<file path="src/hw/bps_cfg.svh">
`ifndef BPS_CFG_SVH
`define BPS_CFG_SVH

// ----------------------------------------------------------------
// Timing
// ----------------------------------------------------------------
`define BPS_CLK_MHZ      100
`define BPS_FMIN_KHZ     200
`define BPS_FMAX_KHZ     2300
`define BPS_FALLBACK_KHZ 100
`define BPS_PER_MAX      ((`BPS_CLK_MHZ * 1000) / `BPS_FMIN_KHZ)
`define BPS_PER_MIN      ((`BPS_CLK_MHZ * 1000) / `BPS_FMAX_KHZ)
`define BPS_PER_FB       ((`BPS_CLK_MHZ * 1000) / `BPS_FALLBACK_KHZ)
`define BPS_LOSS_CYC     (2 * `BPS_PER_MAX)
`define BPS_OVL_LIMIT    256
`define BPS_HICCUP_CYC   8192
`define BPS_FB_CYC       16

// ----------------------------------------------------------------
// Register map
// ----------------------------------------------------------------
`define BPS_ADDR_CTRL    12'h000
`define BPS_ADDR_RDIV    12'h004
`define BPS_ADDR_STATUS  12'h008
`define BPS_CTRL_EN_BIT  0
`define BPS_CTRL_RST     1'h1
`define BPS_RDIV_RST     16'h00C8

`endif

</file>
<file path="src/hw/bps_pkg.sv">
package bps_pkg;

  typedef enum logic [3:0] {
    BPS_OFF  = 4'h1,
    BPS_SOFT = 4'h2,
    BPS_RUN  = 4'h4,
    BPS_HIC  = 4'h8
  } bps_ch_st_t;

  typedef enum logic [2:0] {
    BPS_RES  = 3'h1,
    BPS_SYNC = 3'h2,
    BPS_FALL = 3'h4
  } bps_clk_st_t;

endpackage : bps_pkg

</file>
<file path="src/hw/bps_top.sv">
// What this block does
// - Peak current hit ends high-side on-time
// - Source overlimit at cycle end holds low-side
// - High-side resumes only when source current ok
// - Sink overlimit turns both off until next cycle
// - Overload over 256 cycles enters hiccup
// - Hiccup waits 8192 cycles then restarts
// - Power good released inside 95/105 window
// - Power good pulled outside 92.5/107.5 limits
// - Power good low on lockout, heat, disable, softstart
// - Sync mode starts cycle on falling edge
// - Lock only to 200 to 2300 kHz clock
// - Resistor mode until external clock appears
// - First rising edge enters sync, pin released
// - Clock loss falls back to 100 kHz first
// - Over-temperature stops switching on all channels
// - Temperature clear restarts power-up sequence
// - Enabled channel runs forced continuous, fixed frequency
// - Enable low puts channel into standby
// - First channel runs 180 degrees from others
//
// Added by the designer: the register offsets and the APB slave port.
`timescale 1ns/1ns
`include "bps_cfg.svh"
`default_nettype none

module bps_top
  import bps_pkg::*;
#(
  parameter int HICCUP_CYCLES = `BPS_HICCUP_CYC,
  parameter int OVL_LIMIT     = `BPS_OVL_LIMIT,
  parameter int FB_CYCLES     = `BPS_FB_CYC
) (
  input  wire  logic        sys_clk_in,          // 100 MHz
  input  wire  logic        reset_in,            // Async, high
  input  wire  logic        psel_in,             // APB select
  input  wire  logic        penable_in,          // APB enable
  input  wire  logic        pwrite_in,           // APB write
  input  wire  logic [11:0] paddr_in,            // APB address
  input  wire  logic [31:0] pwdata_in,           // APB write data
  output logic       [31:0] prdata_out,          // APB read data
  output logic              pready_out,          // APB ready
  output logic              pslverr_out,         // APB error
  input  wire  logic        supply_lockout_in,   // Input lockout
  input  wire  logic        over_temp_in,        // 160C trip, 140C clear
  input  wire  logic [2:0]  channel_enable_pin_in, // Enable above thr
  input  wire  logic [2:0]  ramp_cap_done_in,    // Soft-start complete
  input  wire  logic [2:0]  fb_in_window_in,     // Inside 95/105
  input  wire  logic [2:0]  fb_fault_in,         // Out of 92.5/107.5
  input  wire  logic [2:0]  peak_hit_in,         // Peak current reached
  input  wire  logic [2:0]  ls_src_over_in,      // LS source overlimit
  input  wire  logic [2:0]  ls_sink_over_in,     // LS sink overlimit
  input  wire  logic [2:0]  eamp_overload_in,    // Error amp overload
  input  wire  logic        freq_set_pin_in,     // Pin above 2 V
  output logic              freq_set_pin_out,    // Pin drive level
  output logic              freq_set_pin_oe_out, // Pin driven
  output logic       [2:0]  hs_on_out,           // High-side gate
  output logic       [2:0]  ls_on_out,           // Low-side gate
  output logic       [2:0]  ramp_cap_dis_out,    // Soft-start discharge
  output logic              output_ok_flag_out,  // Open-drain level
  output logic              output_ok_flag_oe_out // Pulldown active
);

  localparam int HW = $clog2(HICCUP_CYCLES);
  localparam int OW = $clog2(OVL_LIMIT) + 1;
  localparam int FW = $clog2(FB_CYCLES) + 1;

  function automatic logic bps_hit(input logic [11:0] a,
                                   input logic [11:0] o);
    return a[11:2] == o[11:2];
  endfunction : bps_hit

  // ----------------------------------------------------------------
  // Input synchronisers
  // ----------------------------------------------------------------
  localparam int SW = 27;
  logic [SW-1:0] s1_q;
  logic [SW-1:0] s2_q;
  wire  [SW-1:0] raw = {supply_lockout_in, over_temp_in,
                        channel_enable_pin_in, ramp_cap_done_in,
                        fb_in_window_in, fb_fault_in, peak_hit_in,
                        ls_src_over_in, ls_sink_over_in,
                        eamp_overload_in, freq_set_pin_in};

  always_ff @(posedge sys_clk_in or posedge reset_in) begin
    if (reset_in) begin
      s1_q <= '0;
      s2_q <= '0;
    end else begin
      s1_q <= raw;
      s2_q <= s1_q;
    end
  end

  wire       lock_s = s2_q[26];
  wire       temp_s = s2_q[25];
  wire [2:0] en_s   = s2_q[24:22];
  wire [2:0] ss_s   = s2_q[21:19];
  wire [2:0] win_s  = s2_q[18:16];
  wire [2:0] flt_s  = s2_q[15:13];
  wire [2:0] pk_s   = s2_q[12:10];
  wire [2:0] src_s  = s2_q[9:7];
  wire [2:0] snk_s  = s2_q[6:4];
  wire [2:0] ovl_s  = s2_q[3:1];
  wire       fset_s = s2_q[0];

  // ----------------------------------------------------------------
  // Switching clock
  // ----------------------------------------------------------------
  bps_clk_st_t clk_st_q;
  bps_clk_st_t clk_d;
  logic        fset_d_q;
  logic [15:0] per_cnt_q;
  logic [15:0] last_per_q;
  logic [15:0] rdiv_q;
  logic [FW-1:0] fb_cnt_q;
  logic        conv_en_q;

  wire in_sync = clk_st_q == BPS_SYNC;
  wire fall_e  = fset_d_q & ~fset_s;
  wire rise_e  = ~fset_d_q & fset_s;
  wire [15:0] per_nx  = per_cnt_q + 16'h0001;
  wire [15:0] res_per = (clk_st_q == BPS_FALL) ? 16'(`BPS_PER_FB)
                                               : rdiv_q;
  wire in_rng = per_nx >= 16'(`BPS_PER_MIN) &&
                per_nx <= 16'(`BPS_PER_MAX);
  wire start_b = in_sync ? (fall_e && in_rng)
                         : (per_nx >= res_per);
  wire [15:0] cur_per = in_sync ? last_per_q : res_per;
  wire start_h = per_nx == {1'b0, cur_per[15:1]};
  wire loss    = in_sync && per_cnt_q >= 16'(`BPS_LOSS_CYC);
  wire fb_done = start_b && fb_cnt_q == FW'(FB_CYCLES - 1);

  always_comb begin
    case (clk_st_q)
      BPS_RES:  clk_d = rise_e ? BPS_SYNC : BPS_RES;
      BPS_SYNC: clk_d = loss ? BPS_FALL : BPS_SYNC;
      BPS_FALL: clk_d = fb_done ? BPS_RES : BPS_FALL;
      default:  clk_d = BPS_RES;
    endcase
  end

  always_ff @(posedge sys_clk_in or posedge reset_in) begin
    if (reset_in) begin
      clk_st_q   <= BPS_RES;
      fset_d_q   <= 1'b0;
      per_cnt_q  <= '0;
      last_per_q <= 16'(`BPS_PER_MAX);
      fb_cnt_q   <= '0;
      freq_set_pin_oe_out <= 1'b1;
    end else begin
      clk_st_q <= clk_d;
      fset_d_q <= fset_s;
      freq_set_pin_oe_out <= clk_d != BPS_SYNC;
      if (start_b || (in_sync && fall_e) || clk_d != clk_st_q)
        per_cnt_q <= '0;
      else if (per_cnt_q != 16'hFFFF)
        per_cnt_q <= per_nx;
      if (start_b)
        last_per_q <= per_nx;
      if (clk_st_q != BPS_FALL)
        fb_cnt_q <= '0;
      else if (start_b)
        fb_cnt_q <= fb_cnt_q + FW'(1);
    end
  end

  // ----------------------------------------------------------------
  // Channels
  // ----------------------------------------------------------------
  logic [2:0] pg_ch_q;
  logic [2:0] run_v;
  logic [2:0] hic_v;

  for (genvar i = 0; i < 3; i++) begin : g_ch
    bps_ch_st_t st_q;
    bps_ch_st_t st_d;
    logic [OW-1:0] ovl_q;
    logic [HW-1:0] hic_q;
    logic          blk_q;
    wire start  = (i == 0) ? start_h : start_b;
    wire en_ok  = conv_en_q & en_s[i] & ~lock_s & ~temp_s;
    wire active = st_q == BPS_SOFT || st_q == BPS_RUN;
    wire ovl_trip = start && ovl_s[i] && ovl_q == OW'(OVL_LIMIT);
    wire hic_end  = start && hic_q == HW'(HICCUP_CYCLES - 1);

    always_comb begin
      case (st_q)
        BPS_OFF:  st_d = en_ok ? BPS_SOFT : BPS_OFF;
        BPS_SOFT: st_d = !en_ok ? BPS_OFF :
                         ss_s[i] ? BPS_RUN : BPS_SOFT;
        BPS_RUN:  st_d = !en_ok ? BPS_OFF :
                         ovl_trip ? BPS_HIC : BPS_RUN;
        BPS_HIC:  st_d = !en_ok ? BPS_OFF :
                         hic_end ? BPS_SOFT : BPS_HIC;
        default:  st_d = BPS_OFF;
      endcase
    end

    always_ff @(posedge sys_clk_in or posedge reset_in) begin
      if (reset_in) begin
        st_q  <= BPS_OFF;
        ovl_q <= '0;
        hic_q <= '0;
      end else begin
        st_q <= st_d;
        if (st_q != BPS_RUN || (start && !ovl_s[i]))
          ovl_q <= '0;
        else if (start && ovl_q != OW'(OVL_LIMIT))
          ovl_q <= ovl_q + OW'(1);
        if (st_q != BPS_HIC)
          hic_q <= '0;
        else if (start)
          hic_q <= hic_q + HW'(1);
      end
    end

    // From the first cycle start in SOFT/RUN, low side conducts whenever high side is off, except after a sink overlimit until the next cycle: forced CCM
    always_ff @(posedge sys_clk_in or posedge reset_in) begin
      if (reset_in) begin
        hs_on_out[i] <= 1'b0;
        ls_on_out[i] <= 1'b0;
        blk_q        <= 1'b0;
      end else if (!active || st_d == BPS_OFF) begin
        hs_on_out[i] <= 1'b0;
        ls_on_out[i] <= 1'b0;
        blk_q        <= 1'b0;
      end else if (start) begin
        hs_on_out[i] <= !src_s[i];
        ls_on_out[i] <= src_s[i];
        blk_q        <= 1'b0;
      end else if (hs_on_out[i] && pk_s[i]) begin
        hs_on_out[i] <= 1'b0;
        ls_on_out[i] <= !blk_q;
      end else if (ls_on_out[i] && snk_s[i]) begin
        ls_on_out[i] <= 1'b0;
        blk_q        <= 1'b1;
      end
    end

    always_ff @(posedge sys_clk_in or posedge reset_in) begin
      if (reset_in) begin
        pg_ch_q[i]          <= 1'b0;
        ramp_cap_dis_out[i] <= 1'b1;
      end else begin
        ramp_cap_dis_out[i] <= st_d == BPS_OFF || st_d == BPS_HIC;
        if (st_q != BPS_RUN || flt_s[i])
          pg_ch_q[i] <= 1'b0;
        else if (win_s[i])
          pg_ch_q[i] <= 1'b1;
      end
    end

    assign run_v[i] = st_q == BPS_RUN;
    assign hic_v[i] = st_q == BPS_HIC;

  end

  // ----------------------------------------------------------------
  // Power good
  // ----------------------------------------------------------------
  // Enable checked directly: a channel leaving RUN clears its bit a cycle late
  wire pg_ok = &pg_ch_q & ~lock_s & ~temp_s & conv_en_q & (&en_s);

  always_ff @(posedge sys_clk_in or posedge reset_in) begin
    if (reset_in) begin
      output_ok_flag_oe_out <= 1'b1;
      output_ok_flag_out    <= 1'b0;
      freq_set_pin_out      <= 1'b0;
    end else begin
      output_ok_flag_oe_out <= !pg_ok;
      output_ok_flag_out    <= 1'b0;
      freq_set_pin_out      <= 1'b0;
    end
  end

  // ----------------------------------------------------------------
  // APB slave, one wait state
  // ----------------------------------------------------------------
  wire hit_ctrl = bps_hit(paddr_in, `BPS_ADDR_CTRL);
  wire hit_rdiv = bps_hit(paddr_in, `BPS_ADDR_RDIV);
  wire hit_stat = bps_hit(paddr_in, `BPS_ADDR_STATUS);
  wire hit_any  = hit_ctrl | hit_rdiv | hit_stat;
  wire acc      = psel_in & penable_in;
  wire wr_done  = acc & pready_out & pwrite_in;
  wire [31:0] status = {16'h0000, 3'h0, clk_st_q, hic_v, run_v,
                        output_ok_flag_oe_out, pg_ch_q};
  wire [31:0] rd_mux = hit_ctrl ? {31'h0, conv_en_q} :
                       hit_rdiv ? {16'h0000, rdiv_q} :
                       hit_stat ? status : 32'h00000000;

  always_ff @(posedge sys_clk_in or posedge reset_in) begin
    if (reset_in) begin
      pready_out  <= 1'b0;
      pslverr_out <= 1'b0;
      prdata_out  <= '0;
    end else begin
      pready_out  <= acc & ~pready_out;
      pslverr_out <= acc & ~pready_out & ~hit_any;
      if (acc && !pready_out && !pwrite_in)
        prdata_out <= rd_mux;
    end
  end

  always_ff @(posedge sys_clk_in or posedge reset_in) begin
    if (reset_in) begin
      conv_en_q <= `BPS_CTRL_RST;
      rdiv_q    <= `BPS_RDIV_RST;
    end else if (wr_done) begin
      if (hit_ctrl)
        conv_en_q <= pwdata_in[`BPS_CTRL_EN_BIT];
      if (hit_rdiv)
        rdiv_q <= pwdata_in[15:0];
    end
  end

endmodule : bps_top

`default_nettype wire

</file>
<file path="config.mk">
export PLATFORM = sky130hd
export DESIGN_NAME = bps_top
export DESIGN_NICKNAME = d
export VERILOG_FILES = /design/src/hw/bps_pkg.sv /design/src/hw/bps_top.sv
export VERILOG_INCLUDE_DIRS = /design/src /design/src/hw
export SDC_FILE = /design/constraint.sdc
export NUM_CORES = 1
export LEC_CHECK = 0
export BUFFER_PORTS_ARGS = -buffer_cell sky130_fd_sc_hd__clkbuf_2
export CAP_MARGIN = 20
export CORE_MARGIN = 2
export CORE_UTILIZATION = 59
export CTS_BUF_LIST = sky130_fd_sc_hd__clkbuf_16
export DETAILED_ROUTE_END_ITERATION = 10
export HOLD_SLACK_MARGIN = 0.1
export PLACE_DENSITY = 0.78
export SLEW_MARGIN = 25
export SYNTH_ARGS = -nofsm -noshare
export SYNTH_HDL_FRONTEND = slang
export SYNTH_SLANG_ARGS = --single-unit
</file>
<file path="constraint.sdc">
create_clock -name sys_clk_in -period 7.9 [get_ports sys_clk_in]
set_clock_uncertainty 0.2 [all_clocks]
set_input_delay 0.395 -clock sys_clk_in [delete_from_list [all_inputs] [get_ports sys_clk_in]]
set_output_delay 0.395 -clock sys_clk_in [all_outputs]
set_load 0.02 [all_outputs]
</file>
==> results.md <==
- PostCTS Resize Cnt: 0
- Average wire per cell in the routed design: 18.1 um
- Required time of the critical path: 8.10 ns
- Final number of hold-violating endpoints: 0
- Initial antenna violation count: 1
- Total global-route track usage: 27.9%
- Final-stage net count: 1435
- Routed via count divided by cell count: 6.03
- Die width: 145 um
- Cell area after placement: 12300 um2
- Vias in the first global route: 9412
- Largest net degree at the start of global routing: 117
- Final instance area: 13500 um2
- Setup WS post-layout: 2.68 ns
- Sequential-to-total area share from yosys stat: 48.2%
- Post-synthesis cell type count: 83
- CORE AREA: 19500 um2
- Clock-pin slew on the worst setup and hold paths: 0.07 ns
- Number of buffers inserted for hold repair after clock tree synthesis: 49
- Number of max-capacitance violations reported: 0
- WL final: 29200 um
- Routability-driven placement congestion ratio: 0.916
- Top Ports: 123
- Fraction of final layout cells with drive strength greater than 1: 15.2%
- DRT antenna net count: 0
- FF-to-FF Start: per_cnt_q[0]$_DFFE_PP0P_
- Total power divided by cell area: 188 nW/um2
- CTS Buf Count: 24
- Endpoint of the worst-slack reg-to-reg timing path: g_ch[1].hic_q[12]$_DFFE_PP0P_
- Max-slew violations: 0
- Number of enable-type register cells in the synthesized netlist: 0
- Number of clock sinks seen by CTS: 224
- Post-Synthesis Mean Instance Area: 9.59 um2
- CTS Buffer Depth: 3
- Type of the worst setup path: flip-flop to flip-flop
- Gate count of the mapped netlist: 1219
- Flops & latches, synth: 224
- Initial DRC count: 743
- Worst skew pair latency: 0.53 ns
- Length of the first detailed-routing pass in iterations: 8
- DP Worst Slack: 2.81 ns
- Die span in y: 145 um
- R2R setup slack: 2.68 ns
- Number of buffers inserted to repair setup after CTS: 0
- Filler instances: 1463
- Setup-failing EPs final: 0
- Run status: completed
- Achievable Freq: 0.192 GHz
- Clock tree from TritonCTS: done
- Number of non-filler instances in the completed layout: 1614
- Min-delay src: s1_q[25]$_DFF_PP0_
- Post-detailed-placement half-perimeter wirelength: 18800 um
- VDD IR max: 0.145 mV
- Worst-case headroom to the max-slew limit: 39.0%
- Largest fanout of any net on the critical path: 57
- CTS root buf: clkbuf_16
- Final clock period utilization by the worst path: 66.0%
- Actual slew at the worst max-slew pin: 0.913 ns
- Met1 GRT Util: 36.2%
- Worst min-delay path class: flip-flop to flip-flop
- GR Util met3: 4.38%
- Period minus WS final: 5.22 ns
- Busiest layer in global routing: met2
- Area of the die: 21000 um2
- Worst hold path endpoint: s2_q[25]$_DFF_PP0_
- IO Port Bufs: 86
- Data arrival time at the worst-slack endpoint: 5.42 ns
- Critical path startpoint: per_cnt_q[0]$_DFFE_PP0P_
- Type of element capturing the critical path: flip-flop
- P_leak: 5.96 nW
- Number of cells after detailed placement: 1520
- Number of remaining DRC errors: 0
- Setup TNS: 0 ns
- Most frequently used flop master after synthesis: dfrtp_1
- GR met2 Demand/Resource: 47.3%
- Crit start category: flip-flop
- Synthesis Warnings: 0
- Area growth from synthesis to layout: 15.8%
- Total power after layout: 2.54 mW
- Wire length of the first global-routing pass: 46500 um
- Number of standard-cell rows in the floorplan: 51
- Synth async-reset ratio: 100%
- Number of vias after detailed routing: 9735
- Number of cells on the worst hold path: 0
- Synthesized area: 11700 um2
- Number of H-tree levels: 1
- Setup repair after global routing missed its margin: false
- Remaining global-route overflow: 0
- Worst R2R Path Depth: 16
- Initial cell density of the core: 60.1%
layout by cell type, fill, tap and decap left out, drive strengths merged, types with 19 or more instances in the layout:
master	n
clkbuf	110
dlygate4sd3	49
xnor2	29
inv	46
nor3	36
dfrtp	205
a21oi	99
or3	27
dfstp	19
nand3	53
and2	19
o21ai	51
nand4	21
and3	22
nor2	117
nand2	101
ha	29
through the flow:
stage / hold slack (ns) / util, %
final: 0.144 / 69.5
after detailed placement: 0.135 / 63.0
after CTS: 0.109 / 69.5
after global placement: 0.132 / 62.9
after floorplan: 0.131 / -
after global routing: 0.143 / 69.5
final cells by class:
class / count / area (um2) / share of cell area [%]
diodes: 1 / 2.50 / 0.0185
clock buffers: 24 / 601 / 4.44
clock inverters: 20 / 180 / 1.33
inverters: 42 / 165 / 1.22
multi-input cells: 888 / 5590 / 41.3
flip-flops and latches: 224 / 5630 / 41.6
well taps: 265 / 332 / 2.45
repair buffers: 150 / 1030 / 7.64
worst max-delay path, stage by stage, from the launching register on:
cell and delay [ns]:
dfrtp_1 0.55, ha_1 0.36, nand4_2 0.27, nor4_1 0.38
xnor2_1 0.32, inv_1 0.12, ha_1 0.31, nand4_1 0.12
nor3b_1 0.41, nand3_1 0.14, nor4_1 0.41, a211oi_1 0.10
buf_4 0.21, nand2_2 0.13, buf_4 0.55, a21boi_0 0.23
o21a_1 0.24
power breakdown:
group / switching (mW) / leakage [nW] / total [mW] / internal [mW]
logic: 0.140 / 2.66 / 0.214 / 0.0746
clock network: 0.463 / 0.399 / 1.11 / 0.652
registers: 0.0260 / 2.91 / 1.21 / 1.19
worst max path at each step:
stage                                     to  slack [ns]  cells after the start
2_1_floorplan          clk_st_q[1]$_DFF_PP0_        1.20                      1
3_3_place_gp    g_ch[1].ovl_q[3]$_DFFE_PP0P_        2.92                     16
3_5_place_dp    g_ch[1].ovl_q[3]$_DFFE_PP0P_        2.81                     16
4_1_cts        g_ch[1].hic_q[12]$_DFFE_PP0P_        2.72                     16
5_1_grt         g_ch[1].ovl_q[3]$_DFFE_PP0P_        2.22                     16
6_report       g_ch[1].hic_q[12]$_DFFE_PP0P_        2.68                     16
cells in the mapped netlist, types with 14 or more instances:
master    count  area [um2]
nand2b_1     15        93.8
nand3b_1     17         128
o21ai_0      51         255
dfrtp_1     205        5130
inv_1        41         154
nand2_1      99         372
dfstp_2      19         499
mux2_2       17         191
and3_1       21         131
xnor2_1      29         254
clkbuf_1     38         143
buf_4        21         158
buf_2        21         105
nor2_1      116         435
a21oi_1      99         495
nor3_1       36         180
or3_1        27         169
nand4_1      18         113
and2_1       17         106
xor2_1       14         123
ha_1         29         363
nand3_1      52         260
routing by layer:
metal | vias to the layer above | share of wire, %
met3 | 81 | 5.6
met4 | 0 | 3.5
met2 | 373 | 49
li1 | 4550 | -
met5 | - | 0
met1 | 4731 | 42
sequential cells by signal, indices dropped and copies added (netlist names), 5 cells and up:
name / flops
g_ch.ovl_q: 27
s1_q: 27
rdiv_q: 16
s2_q: 27
last_per_q: 15
per_cnt_q: 16
g_ch.hic_q: 39
g_ch.st_q: 12
prdata_out: 16
fb_cnt_q: 5
cells by family (layout without fill, tap and decap cells):
family / after synthesis / count (layout) / share of synthesized area (%)
xor gates and xnor gates: 46 / 46 / 3.81
other: 1 / 19 / 0.0321
AOI/OAI and AO/OA: 256 / 256 / 14.0
muxes: 30 / 30 / 2.79
and+or+nand+nor: 508 / 508 / 23.2
buffers and inverters: 124 / 236 / 4.88
DFF: 224 / 224 / 48.2
adders and majority gates: 30 / 30 / 3.19
No activity file was read; power rests on OpenSTA's default activity.
